$ cat config.mk
export PLATFORM = sky130hd
export DESIGN_NAME = pdc_caps2_top
export DESIGN_NICKNAME = d
export VERILOG_FILES = /design/src/pdc_caps2_top_end.sv /design/src/pdc_pkg.sv /design/src/pdc_reg_if.sv /design/src/pdc_caps2_top.sv /design/src/pdc_ahb_slave.sv /design/src/pdc_prefix_check.sv
export SDC_FILE = /design/constraint.sdc
export NUM_CORES = 1
export LEC_CHECK = 0
export ABC_AREA = 1
export BUFFER_PORTS_ARGS = -buffer_cell sky130_fd_sc_hd__buf_2
export CAP_MARGIN = 20
export CORE_AREA = 4 4 74 83
export DETAILED_ROUTE_END_ITERATION = 10
export DIE_AREA = 0 0 78 87
export PLACE_DENSITY_LB_ADDON = 0.08
export SYNTH_ARGS = -nofsm -noshare
export SYNTH_HDL_FRONTEND = slang
export SYNTH_SLANG_ARGS = --single-unit
$ cat constraint.sdc
create_clock -name hclk -period 1.7 [get_ports hclk]
set_clock_uncertainty 0.05 [all_clocks]
set_input_delay 0.34 -clock hclk [delete_from_list [all_inputs] [get_ports hclk]]
set_output_delay 0.34 -clock hclk [all_outputs]
set_load 0.01 [all_outputs]
$ cat src/pdc_caps2_top_end.sv
/*
 * Holds no logic; the capability block top is in pdc_caps2_top.sv.
 * Assumes nothing of its surroundings.
 */

$ cat src/pdc_pkg.sv
/*
 * Constants, register map and field layout of the device capabilities two register block.
 * Assumes a 32-bit AHB-Lite bus with word-only access and a 12-bit decoded address window.
 */
package pdc_pkg;

    ////////////////////////////////////////////////////////////////////////////////
    // Register map, byte addresses within the 4 KiB window
    localparam logic [11:0] EXPRESS_CAPABILITY_BASE = 12'h000;
    localparam logic [11:0] DEVICE_CAPABILITIES_TWO_OFS = 12'h024;
    localparam logic [11:0] PREFIX_CHECK_CONTROL_OFS = 12'h080;
    localparam logic [11:0] MALFORMED_COUNT_OFS = 12'h084;

    ////////////////////////////////////////////////////////////////////////////////
    // Field positions in device_capabilities_two
    localparam int MAX_PREFIX_COUNT_LSB = 22;
    localparam int PREFIX_SUPPORT_FLAG_BIT = 21;
    localparam int WIDE_FORMAT_SUPPORT_FLAG_BIT = 20;
    localparam int BUFFER_FLUSH_FILL_SUPPORT_LSB = 18;
    localparam int PROCESSING_HINT_COMPLETER_SUPPORT_LSB = 12;
    localparam int LATENCY_REPORTING_SUPPORT_FLAG_BIT = 11;
    localparam int RELAXED_PASSING_FLAG_BIT = 10;
    localparam int WIDE_SWAP_COMPLETER_FLAG_BIT = 9;
    localparam int ATOMIC64_COMPLETER_FLAG_BIT = 8;
    localparam int ATOMIC32_COMPLETER_FLAG_BIT = 7;
    localparam int ATOMIC_ROUTING_FLAG_BIT = 6;
    localparam int ALT_ROUTING_FORWARD_FLAG_BIT = 5;
    localparam int TIMEOUT_DISABLE_SUPPORT_FLAG_BIT = 4;
    localparam int TIMEOUT_RANGES_SUPPORT_LSB = 0;

    ////////////////////////////////////////////////////////////////////////////////
    // Fixed values and encodings
    localparam logic RELAXED_PASSING_VALUE = 1'b0;
    localparam logic ATOMIC_ROUTING_VALUE = 1'b0;
    localparam logic ALT_ROUTING_FORWARD_VALUE = 1'b0;
    localparam logic TIMEOUT_DISABLE_SUPPORT_VALUE = 1'b1;
    localparam logic [1:0] HINT_NONE = 2'h0;
    localparam logic [1:0] HINT_BASIC = 2'h1;
    localparam logic [1:0] HINT_RESERVED = 2'h2;
    localparam logic [1:0] HINT_BOTH = 2'h3;
    localparam logic [2:0] PREFIX_LIMIT_FOR_CODE_ZERO = 3'h4;
    localparam int CONTROL_CLEAR_BIT = 0;
    localparam int MALFORMED_COUNT_WIDTH = 16;
    localparam logic [31:0] DATA_RESET = 32'h0000_0000;
    localparam logic [1:0] HTRANS_NONSEQ_BIT1 = 2'h2;
    localparam logic [2:0] HSIZE_WORD = 3'h2;
    localparam logic HRESP_OKAY = 1'b0;

    // Reserved hint encoding is never shown to software
    function automatic logic [1:0] pdc_hint_code(input logic [1:0] code);
        pdc_hint_code = (code == HINT_RESERVED) ? HINT_NONE : code;
    endfunction : pdc_hint_code

endpackage : pdc_pkg

$ cat src/pdc_reg_if.sv
/*
 * Carrier between the bus front end and the register file of the capability block.
 * Assumes both sides run on hclk; reads are decoded in the address phase.
 */
`timescale 1ns/10ps
interface pdc_reg_if;
    logic [11:0] rd_addr;
    logic [11:0] wr_addr;
    logic wr_en;
    logic [31:0] wdata;
    logic [31:0] rdata;

    modport bus (output rd_addr, output wr_addr, output wr_en, output wdata, input rdata);
    modport regs (input rd_addr, input wr_addr, input wr_en, input wdata, output rdata);
endinterface : pdc_reg_if

$ cat src/pdc_caps2_top.sv
/*
 * Device capabilities two register with its prefix-limit check, behind AHB-Lite.
 * Assumes implementation choices arrive as parameters fixed at elaboration.
 */
`timescale 1ns/10ps
module pdc_caps2_top #(
    parameter logic [1:0] MAX_PREFIX_COUNT = 2'h1,
    parameter logic PREFIX_SUPPORT = 1'b1,
    parameter logic WIDE_FORMAT_SUPPORT = 1'b0,
    parameter logic [1:0] BUFFER_FLUSH_FILL = 2'h0,
    parameter logic [1:0] PROCESSING_HINT = 2'h0,
    parameter logic LATENCY_REPORTING = 1'b0,
    parameter logic WIDE_SWAP_COMPLETER = 1'b0,
    parameter logic ATOMIC64_COMPLETER = 1'b0,
    parameter logic ATOMIC32_COMPLETER = 1'b0,
    parameter logic [3:0] TIMEOUT_RANGES = 4'h0
) (
    // Clock and reset
    input wire logic hclk,
    input wire logic hresetn,
    // AHB-Lite
    input wire logic hsel,
    input wire logic [31:0] haddr,
    input wire logic [1:0] htrans,
    input wire logic hwrite,
    input wire logic [2:0] hsize,
    input wire logic [31:0] hwdata,
    input wire logic hready,
    output logic hreadyout,
    output logic hresp,
    output logic [31:0] hrdata,
    // Received TLP descriptor
    input wire logic rx_tlp_valid,
    input wire logic [2:0] rx_tlp_prefix_count,
    output logic rx_tlp_malformed
);

    pdc_reg_if rif ();

    logic [31:0] device_capabilities_two;
    logic [2:0] prefix_limit;
    logic count_clear;
    logic [pdc_pkg::MALFORMED_COUNT_WIDTH-1:0] malformed_count;

    ////////////////////////////////////////////////////////////////////////////////
    // Capability word; every bit not placed here stays zero
    always_comb begin
        device_capabilities_two = 32'h0000_0000;
        device_capabilities_two[pdc_pkg::MAX_PREFIX_COUNT_LSB +: 2] = MAX_PREFIX_COUNT;
        device_capabilities_two[pdc_pkg::PREFIX_SUPPORT_FLAG_BIT] = PREFIX_SUPPORT;
        device_capabilities_two[pdc_pkg::WIDE_FORMAT_SUPPORT_FLAG_BIT] = WIDE_FORMAT_SUPPORT;
        device_capabilities_two[pdc_pkg::BUFFER_FLUSH_FILL_SUPPORT_LSB +: 2] =
            BUFFER_FLUSH_FILL;
        device_capabilities_two[pdc_pkg::PROCESSING_HINT_COMPLETER_SUPPORT_LSB +: 2] =
            pdc_pkg::pdc_hint_code(PROCESSING_HINT);
        device_capabilities_two[pdc_pkg::LATENCY_REPORTING_SUPPORT_FLAG_BIT] =
            LATENCY_REPORTING;
        device_capabilities_two[pdc_pkg::RELAXED_PASSING_FLAG_BIT] =
            pdc_pkg::RELAXED_PASSING_VALUE;
        device_capabilities_two[pdc_pkg::ATOMIC_ROUTING_FLAG_BIT] =
            pdc_pkg::ATOMIC_ROUTING_VALUE;
        device_capabilities_two[pdc_pkg::ALT_ROUTING_FORWARD_FLAG_BIT] =
            pdc_pkg::ALT_ROUTING_FORWARD_VALUE;
        device_capabilities_two[pdc_pkg::WIDE_SWAP_COMPLETER_FLAG_BIT] =
            WIDE_SWAP_COMPLETER;
        device_capabilities_two[pdc_pkg::ATOMIC64_COMPLETER_FLAG_BIT] = ATOMIC64_COMPLETER;
        device_capabilities_two[pdc_pkg::ATOMIC32_COMPLETER_FLAG_BIT] = ATOMIC32_COMPLETER;
        device_capabilities_two[pdc_pkg::TIMEOUT_DISABLE_SUPPORT_FLAG_BIT] =
            pdc_pkg::TIMEOUT_DISABLE_SUPPORT_VALUE;
        device_capabilities_two[pdc_pkg::TIMEOUT_RANGES_SUPPORT_LSB +: 4] =
            TIMEOUT_RANGES;
    end

    ////////////////////////////////////////////////////////////////////////////////
    // Limit follows the advertised field; without prefix support any prefix is too many
    always_comb begin
        if (!PREFIX_SUPPORT) begin
            prefix_limit = 3'h0;
        end else if (MAX_PREFIX_COUNT == 2'h0) begin
            prefix_limit = pdc_pkg::PREFIX_LIMIT_FOR_CODE_ZERO;
        end else begin
            prefix_limit = {1'b0, MAX_PREFIX_COUNT};
        end
    end

    ////////////////////////////////////////////////////////////////////////////////
    // Register file: only the control word takes writes
    assign count_clear = rif.wr_en & (rif.wr_addr == pdc_pkg::PREFIX_CHECK_CONTROL_OFS) &
        rif.wdata[pdc_pkg::CONTROL_CLEAR_BIT];

    always_comb begin
        case (rif.rd_addr)
            pdc_pkg::EXPRESS_CAPABILITY_BASE + pdc_pkg::DEVICE_CAPABILITIES_TWO_OFS: begin
                rif.rdata = device_capabilities_two;
            end
            pdc_pkg::MALFORMED_COUNT_OFS: begin
                rif.rdata = {{(32 - pdc_pkg::MALFORMED_COUNT_WIDTH){1'b0}}, malformed_count};
            end
            default: begin
                rif.rdata = 32'h0000_0000;
            end
        endcase
    end

    ////////////////////////////////////////////////////////////////////////////////
    pdc_ahb_slave u_bus (
        .hclk(hclk),
        .hresetn(hresetn),
        .hsel(hsel),
        .haddr(haddr),
        .htrans(htrans),
        .hwrite(hwrite),
        .hsize(hsize),
        .hwdata(hwdata),
        .hready(hready),
        .hreadyout(hreadyout),
        .hresp(hresp),
        .hrdata(hrdata),
        .rif(rif)
    );

    pdc_prefix_check #(
        .COUNT_WIDTH(pdc_pkg::MALFORMED_COUNT_WIDTH)
    ) u_check (
        .hclk(hclk),
        .hresetn(hresetn),
        .tlp_valid(rx_tlp_valid),
        .tlp_prefix_count(rx_tlp_prefix_count),
        .prefix_limit(prefix_limit),
        .count_clear(count_clear),
        .malformed(rx_tlp_malformed),
        .malformed_count(malformed_count)
    );

endmodule : pdc_caps2_top

$ cat src/pdc_ahb_slave.sv
/*
 * AHB-Lite slave front end: zero wait states, always OKAY, word writes only.
 * Assumes a single master and that hready is this slave's own hreadyout.
 */
`timescale 1ns/10ps
module pdc_ahb_slave (
    // Clock and reset
    input wire logic hclk,
    input wire logic hresetn,
    // AHB-Lite
    input wire logic hsel,
    input wire logic [31:0] haddr,
    input wire logic [1:0] htrans,
    input wire logic hwrite,
    input wire logic [2:0] hsize,
    input wire logic [31:0] hwdata,
    input wire logic hready,
    output logic hreadyout,
    output logic hresp,
    output logic [31:0] hrdata,
    // Register side
    pdc_reg_if.bus rif
);

    logic active;
    logic dp_write;
    logic [11:0] dp_addr;

    assign active = hsel & hready & htrans[1];

    ////////////////////////////////////////////////////////////////////////////////
    // Read data is captured at the address phase edge so hrdata comes from a flop
    // without a wait state; a read right after a write to the same word sees the old value.
    assign rif.rd_addr = {haddr[11:2], 2'b00};
    assign rif.wr_addr = dp_addr;
    assign rif.wr_en = dp_write;
    assign rif.wdata = hwdata;
    assign hreadyout = 1'b1;
    assign hresp = pdc_pkg::HRESP_OKAY;

    always_ff @(posedge hclk or negedge hresetn) begin
        if (!hresetn) begin
            dp_write <= 1'b0;
            dp_addr <= 12'h000;
        end else if (hready) begin
            // Sub-word writes are ignored rather than merged
            dp_write <= active & hwrite & (hsize == pdc_pkg::HSIZE_WORD);
            dp_addr <= {haddr[11:2], 2'b00};
        end
    end

    always_ff @(posedge hclk or negedge hresetn) begin
        if (!hresetn) begin
            hrdata <= pdc_pkg::DATA_RESET;
        end else if (active & ~hwrite) begin
            hrdata <= rif.rdata;
        end
    end

endmodule : pdc_ahb_slave

$ cat src/pdc_prefix_check.sv
/*
 * Flags received TLPs whose end-end prefix count exceeds the advertised limit.
 * Assumes one TLP descriptor per valid cycle, already parsed upstream.
 */
`timescale 1ns/10ps
module pdc_prefix_check #(
    parameter int COUNT_WIDTH = pdc_pkg::MALFORMED_COUNT_WIDTH
) (
    // Clock and reset
    input wire logic hclk,
    input wire logic hresetn,
    // Received TLP
    input wire logic tlp_valid,
    input wire logic [2:0] tlp_prefix_count,
    // Limit and control
    input wire logic [2:0] prefix_limit,
    input wire logic count_clear,
    // Result
    output logic malformed,
    output logic [COUNT_WIDTH-1:0] malformed_count
);

    logic hit;
    assign hit = tlp_valid & (tlp_prefix_count > prefix_limit);

    always_ff @(posedge hclk or negedge hresetn) begin
        if (!hresetn) begin
            malformed <= 1'b0;
        end else begin
            malformed <= hit;
        end
    end

    // Saturates so software never sees a wrap; a hit in the clear cycle is kept
    always_ff @(posedge hclk or negedge hresetn) begin
        if (!hresetn) begin
            malformed_count <= '0;
        end else if (count_clear) begin
            malformed_count <= hit ? COUNT_WIDTH'(1) : '0;
        end else if (hit && (malformed_count != {COUNT_WIDTH{1'b1}})) begin
            malformed_count <= COUNT_WIDTH'(malformed_count + COUNT_WIDTH'(1));
        end
    end

endmodule : pdc_prefix_check

* Yosys cells after proc, flatten, opt, wreduce, memory -nomap -nowiden *
Index checks and enable logic that the tools add are counted.

operators by class
  magnitude comparators = 1
  add/sub/neg operators = 1
  equal/unequal tests = 5
  multiply operators = 0
  bitwise gates (word level) = 9
  div/mod/pow operators = 0
  reduce and logical (&&, ||, !) cells = 2
  shift operators = 0
  multiplexer cells = 4

operators with widths
  cell                   number
  $pmux 23 s2            1
  $mux 16                2
  $eq 10x6->1 const B    2
  $add 16x1->16 const B  1
  $ne 16x16->1 const B   1
  $eq 10x4->1 const B    1
  $and 1x1->1            8
  $eq 3x2->1 const B     1
  $gt 3x1->1 const B     1
  $reduce_bool 2->1      1
  $logic_and 1x1->1      1
  $mux 1                 1
  $not 1->1              1

word-level totals
  output and inout bits = 35
  RAM bits = 0
  flip-flop bits (word level) = 60
  bits of input ports = 78
  bits in read-only memories = 0
  memories = 0
  bits in latches = 0
  word-level logic and storage cells = 27

* Depth between registers and ports, before layout *
  depth in word-level cells = 5
  gate-level depth with buffers = 9

* By module *
A second synthesis with hierarchy kept.

second synthesis, totals
  cell total of the unflattened synthesis = 466
  area total of the unflattened synthesis = 3543.4 µm²

modules (own cells, without submodules)
  module            cells an instance  instances  seq. area each (µm²)  area each (µm²)
  pdc_ahb_slave     244                1          1076.0                2064.5
  pdc_prefix_check  160                1          425.4                 1127.3
  pdc_caps2_top     62                 1          0.0                   351.6

* Worst setup path after synthesis *
Ideal clock, no wire load.

  path type = register to register
  start point = register u_check.malformed_count[0]
  end point = register u_check.malformed_count[10]
  clock period less this slack = 1.502 ns
  stages on the path, launching flop included = 10
  arrival = 1.335 ns
  setup slack = 0.198 ns
  setup time = 0.118 ns
  cell sequence = dfrtp_1 -> ha_1 -> nand3_2 -> inv_2 -> nand2_2 -> o21ai_4 -> inv_2 -> buf_6 -> nand3b_1 -> nand2_1

between the ends
  longest elaborated chain between the ends = 3
  elaborated cells on any way between the ends = 6

RTL lines
  what                                                  line                                            RTL
  from (decl)                                           pdc_prefix_check.sv:20                          output logic [COUNT_WIDTH-1:0] malformed_count
  from (signal assigned)                                pdc_prefix_check.sv:39                          malformed_count <= hit ? COUNT_WIDTH'(1) : '0;
  from (signal assigned)                                pdc_prefix_check.sv:41                          malformed_count <= COUNT_WIDTH'(malformed_count + COUNT_WIDTH'(1));
  $add 16x1->16 / $ne 16x16->1 (equally long branches)  pdc_prefix_check.sv:41, pdc_prefix_check.sv:40
  $mux 16 / $logic_and 1x1->1 (equally long branches)   pdc_prefix_check.sv:40                          end else if (hit && (malformed_count != {COUNT_WIDTH{1'b1}})) begin
  $mux 16 / $reduce_bool 2->1 (equally long branches)   --

Parallel ways exist; a longest one is shown, timed or not. The select of a mux whose other input is x is not followed.
A chain may end at the register's enable or synchronous reset.

* Final worst setup path *
  start point = register u_check.malformed_count[1]
  end point = register u_check.malformed_count[11]

The elaborated chain is that of the path after synthesis.

==> reports/summary.json <==
{
  "outcome": {
    "run_status": "completed"
  },
  "die": {
    "ios": 113,
    "rows": 28,
    "fp.coreArea_sq_mm": 0.005290,
    "fp.dieH_um": 87,
    "initial_standard_cell_utilization_of_the_core": 0.4640,
    "dieArea_sq_mm": 0.006786,
    "die_span_in_x_um": 78
  },
  "clock_network": {
    "post_cts.repair.setup_buffers": 0,
    "cts_made_buffers": 5,
    "clkTransAtPathRegs_ns": 0.08,
    "tritoncts": "done",
    "cts-resized-gates": 0,
    "insertion_delay_ns": 0.29,
    "htree_num_levels": 2,
    "clock-root-buffer": "clkbuf_8",
    "clock_tree.buffer_depth": 2,
    "tritoncts_num_sinks": 45
  },
  "critical_path": {
    "timing.critical_path.arrival_ns": 1.71,
    "timing.critical_path.to_type": "register",
    "data_required_time_at_the_worst_endpoint_ns": 1.84,
    "peak_fanout_along_the_critical_path": 11,
    "startpoint_type": "register",
    "timing.setup.critical_path_class": "reg -> reg"
  },
  "synth": {
    "postSynthCellCount": 312,
    "synth_edf_count": 0,
    "yosysWarnings": 0,
    "seq_area_frac_synth": 0.4587,
    "yosys.area.top_type": "dfrtp_1",
    "yosys_most_used_dff": "dfrtp_1",
    "synth.cells.most_frequent": "nand2_1, dfrtp_1, nand3_1",
    "synth_async_sr_flop_share": 1.000,
    "netlist_top_cells_area": "dfrtp_1, nand2_1, nand3_1",
    "synth_cell_type_count": 28,
    "synthMostInstantiatedCell": "nand2_1",
    "synth.avg_cell_area_sq_um": 7.868,
    "yosysTopAreaCellShare": 0.4587,
    "yosys_register_bits": 45,
    "netlist_area_sq_mm": 0.002455
  },
  "finish": {
    "finalNetCount": 444,
    "diodes": 0,
    "instances_no_fill": 441,
    "fillerInstances": 519,
    "design_area_sq_mm": 0.002877,
    "areaGrowthSynthToFinish_pct": 17.18,
    "layout-drive-gt1-share": 0.2077
  },
  "timing": {
    "rsz0062_at_grt": "no",
    "finalCritPeriodShare": 0.9271,
    "final-max-slew-violation-count": 0,
    "finalWorstPathRequiredPeriod_ns": 1.576,
    "final-setup-viol-count": 0,
    "fmax_mhz": 634.5,
    "final.hold.worst_slack_ns": 0.2212,
    "hold_viol_final": 0,
    "fin_tns_setup_ns": 0,
    "timing.final.ws_setup_ns": 0.1240
  },
  "global_routing": {
    "first_global_vias": 2045,
    "grt_overflow": 0,
    "grt_max_degree": 30,
    "grt_pass1_wl_mm": 9.273,
    "grt_use_total": 0.1739,
    "grt_antenna_before_repair": 0
  },
  "flow_run": {
    "cap_viol_max_count": 0
  },
  "power": {
    "static-leakage-power_nw": 1.573,
    "vdd_drop_max_v": 0.0006459,
    "power.density_cell_area_mw_per_mm2": 818.5
  },
  "route": {
    "route.vias.total": 2052,
    "drc": 0,
    "routed_via_density": 4.653,
    "detail-route-antenna-nets": 0,
    "drt_pre_antenna_iters": 4,
    "wl_per_cell_um": 11.91,
    "wirelength_mm": 5.251,
    "first_iter_violations": 118
  },
  "placement": {
    "numPortBuffers": 41,
    "placed_cell_area_sq_mm": 0.002750,
    "dp.final_hpwl_mm": 4.041,
    "dp.cells": 432,
    "post-place-ws_ns": 0.1221,
    "routabilityCongestion": 0.8362
  },
  "hold_path": {
    "holdCritPathClass": "in -> reg"
  }
}
through the flow:
stage	power (W)	utilization
2_1_floorplan	0.001440	-
3_3_place_gp	0.001546	0.5199
3_5_place_dp	0.001555	0.5199
4_1_cts	0.002394	0.5438
5_1_grt	0.002504	0.5438
6_report	0.002355	0.5438
cell type report:
| class | count | area [sq um] | share of cell area |
|---|---|---|---|
| clock buffers | 7 | 86.33 | 0.03001 |
| multi-input cells | 221 | 1072 | 0.3728 |
| flip-flops and latches | 45 | 1126 | 0.3915 |
| inverters | 36 | 135.1 | 0.04698 |
| repair buffers | 56 | 332.8 | 0.1157 |
| well taps | 75 | 93.84 | 0.03262 |
| clock inverters | 1 | 30.03 | 0.01044 |
flip-flops by register name, summed over array words and instances, names as in the netlist:
name	flops
u_bus.hrdata	17
u_check.malformed_count	16
u_bus.rif.wr_addr	10
u_bus.rif.wr_en	1
u_check.malformed	1
worst paths after layout:
path,from,endpoint,slack [ns],cells after the start
min in group asynchronous,hresetn,u_bus.hrdata[21]$_DFFE_PN0P_,0.46,2
max in group asynchronous,hresetn,u_check.malformed_count[8]$_DFFE_PN0P_,0.66,3
worst max register to register,u_check.malformed_count[1]$_DFFE_PN0P_,u_check.malformed_count[11]$_DFFE_PN0P_,0.12,8
worst max-delay path,u_check.malformed_count[1]$_DFFE_PN0P_,u_check.malformed_count[11]$_DFFE_PN0P_,0.12,8
worst min-delay path,haddr[3],u_bus.rif.wr_addr[3]$_DFFE_PN0P_,0.22,3
worst min register to register,u_bus.hrdata[6]$_DFFE_PN0P_,u_bus.hrdata[6]$_DFFE_PN0P_,0.42,2
metal layers:
layer / track usage / part of all wire / up-vias / wire length, um
met2: 0.2944 / 0.47 / 50 / 2459
met1: 0.2278 / 0.47 / 919 / 2490
li1: - / - / 1075 / -
met5: 0 / 0 / - / 0
met3: 0.02588 / 0.042 / 8 / 221
met4: 0.06200 / 0.015 / 0 / 80
what timing repair did:
action / CTS / global route
endpoints found under the hold margin: 16 / 0
hold buffers: 1 / 0
setup endpoints to repair: 0 / 0
power by group:
| group | internal, W | switching, W | total [W] |
|---|---|---|---|
| Sequential | 0.00114 | 0.0000664 | 0.00120 |
| Combinational | 0.000138 | 0.000191 | 0.000329 |
| Clock | 0.000479 | 0.000343 | 0.000822 |
| Total | 0.00175 | 0.000601 | 0.00235 |
critical path, stage by stage (launching register included):
cell and delay, ns:
dfrtp_1 0.36, ha_1 0.22, nand3_2 0.14, inv_2 0.09
nand2_2 0.07, o21ai_4 0.23, inv_2 0.15, nand3_1 0.11
nand2_1 0.05
placed cells by master (no fill, tap or decap), types with 2 or more instances in the layout:
master    count
nor2_1       27
buf_4        13
clkbuf_8      6
nand3_1      41
nand2_2       2
mux2_2        4
o21ai_0      17
nor3_1        2
conb_1       16
inv_1        34
dfrtp_1      45
buf_2        41
nand3b_1      3
inv_2         2
nand4_1       9
xor2_1        6
nand2_1      84
kinds of logic (layout without fill, tap and decap cells):
group,Yosys count,in the layout,synth area share
AO/OA/AOI/OAI,21,21,0.04893
flip-flops,45,45,0.4587
other,2,16,0.003059
adder cells (fa/ha/maj),1,1,0.005096
multiplexers,4,4,0.01835
AND/OR/NAND/NOR,173,173,0.3186
buffers and inverters,60,100,0.1259
XOR/XNOR,6,6,0.02141
No activity file was read; power rests on OpenSTA's default activity.
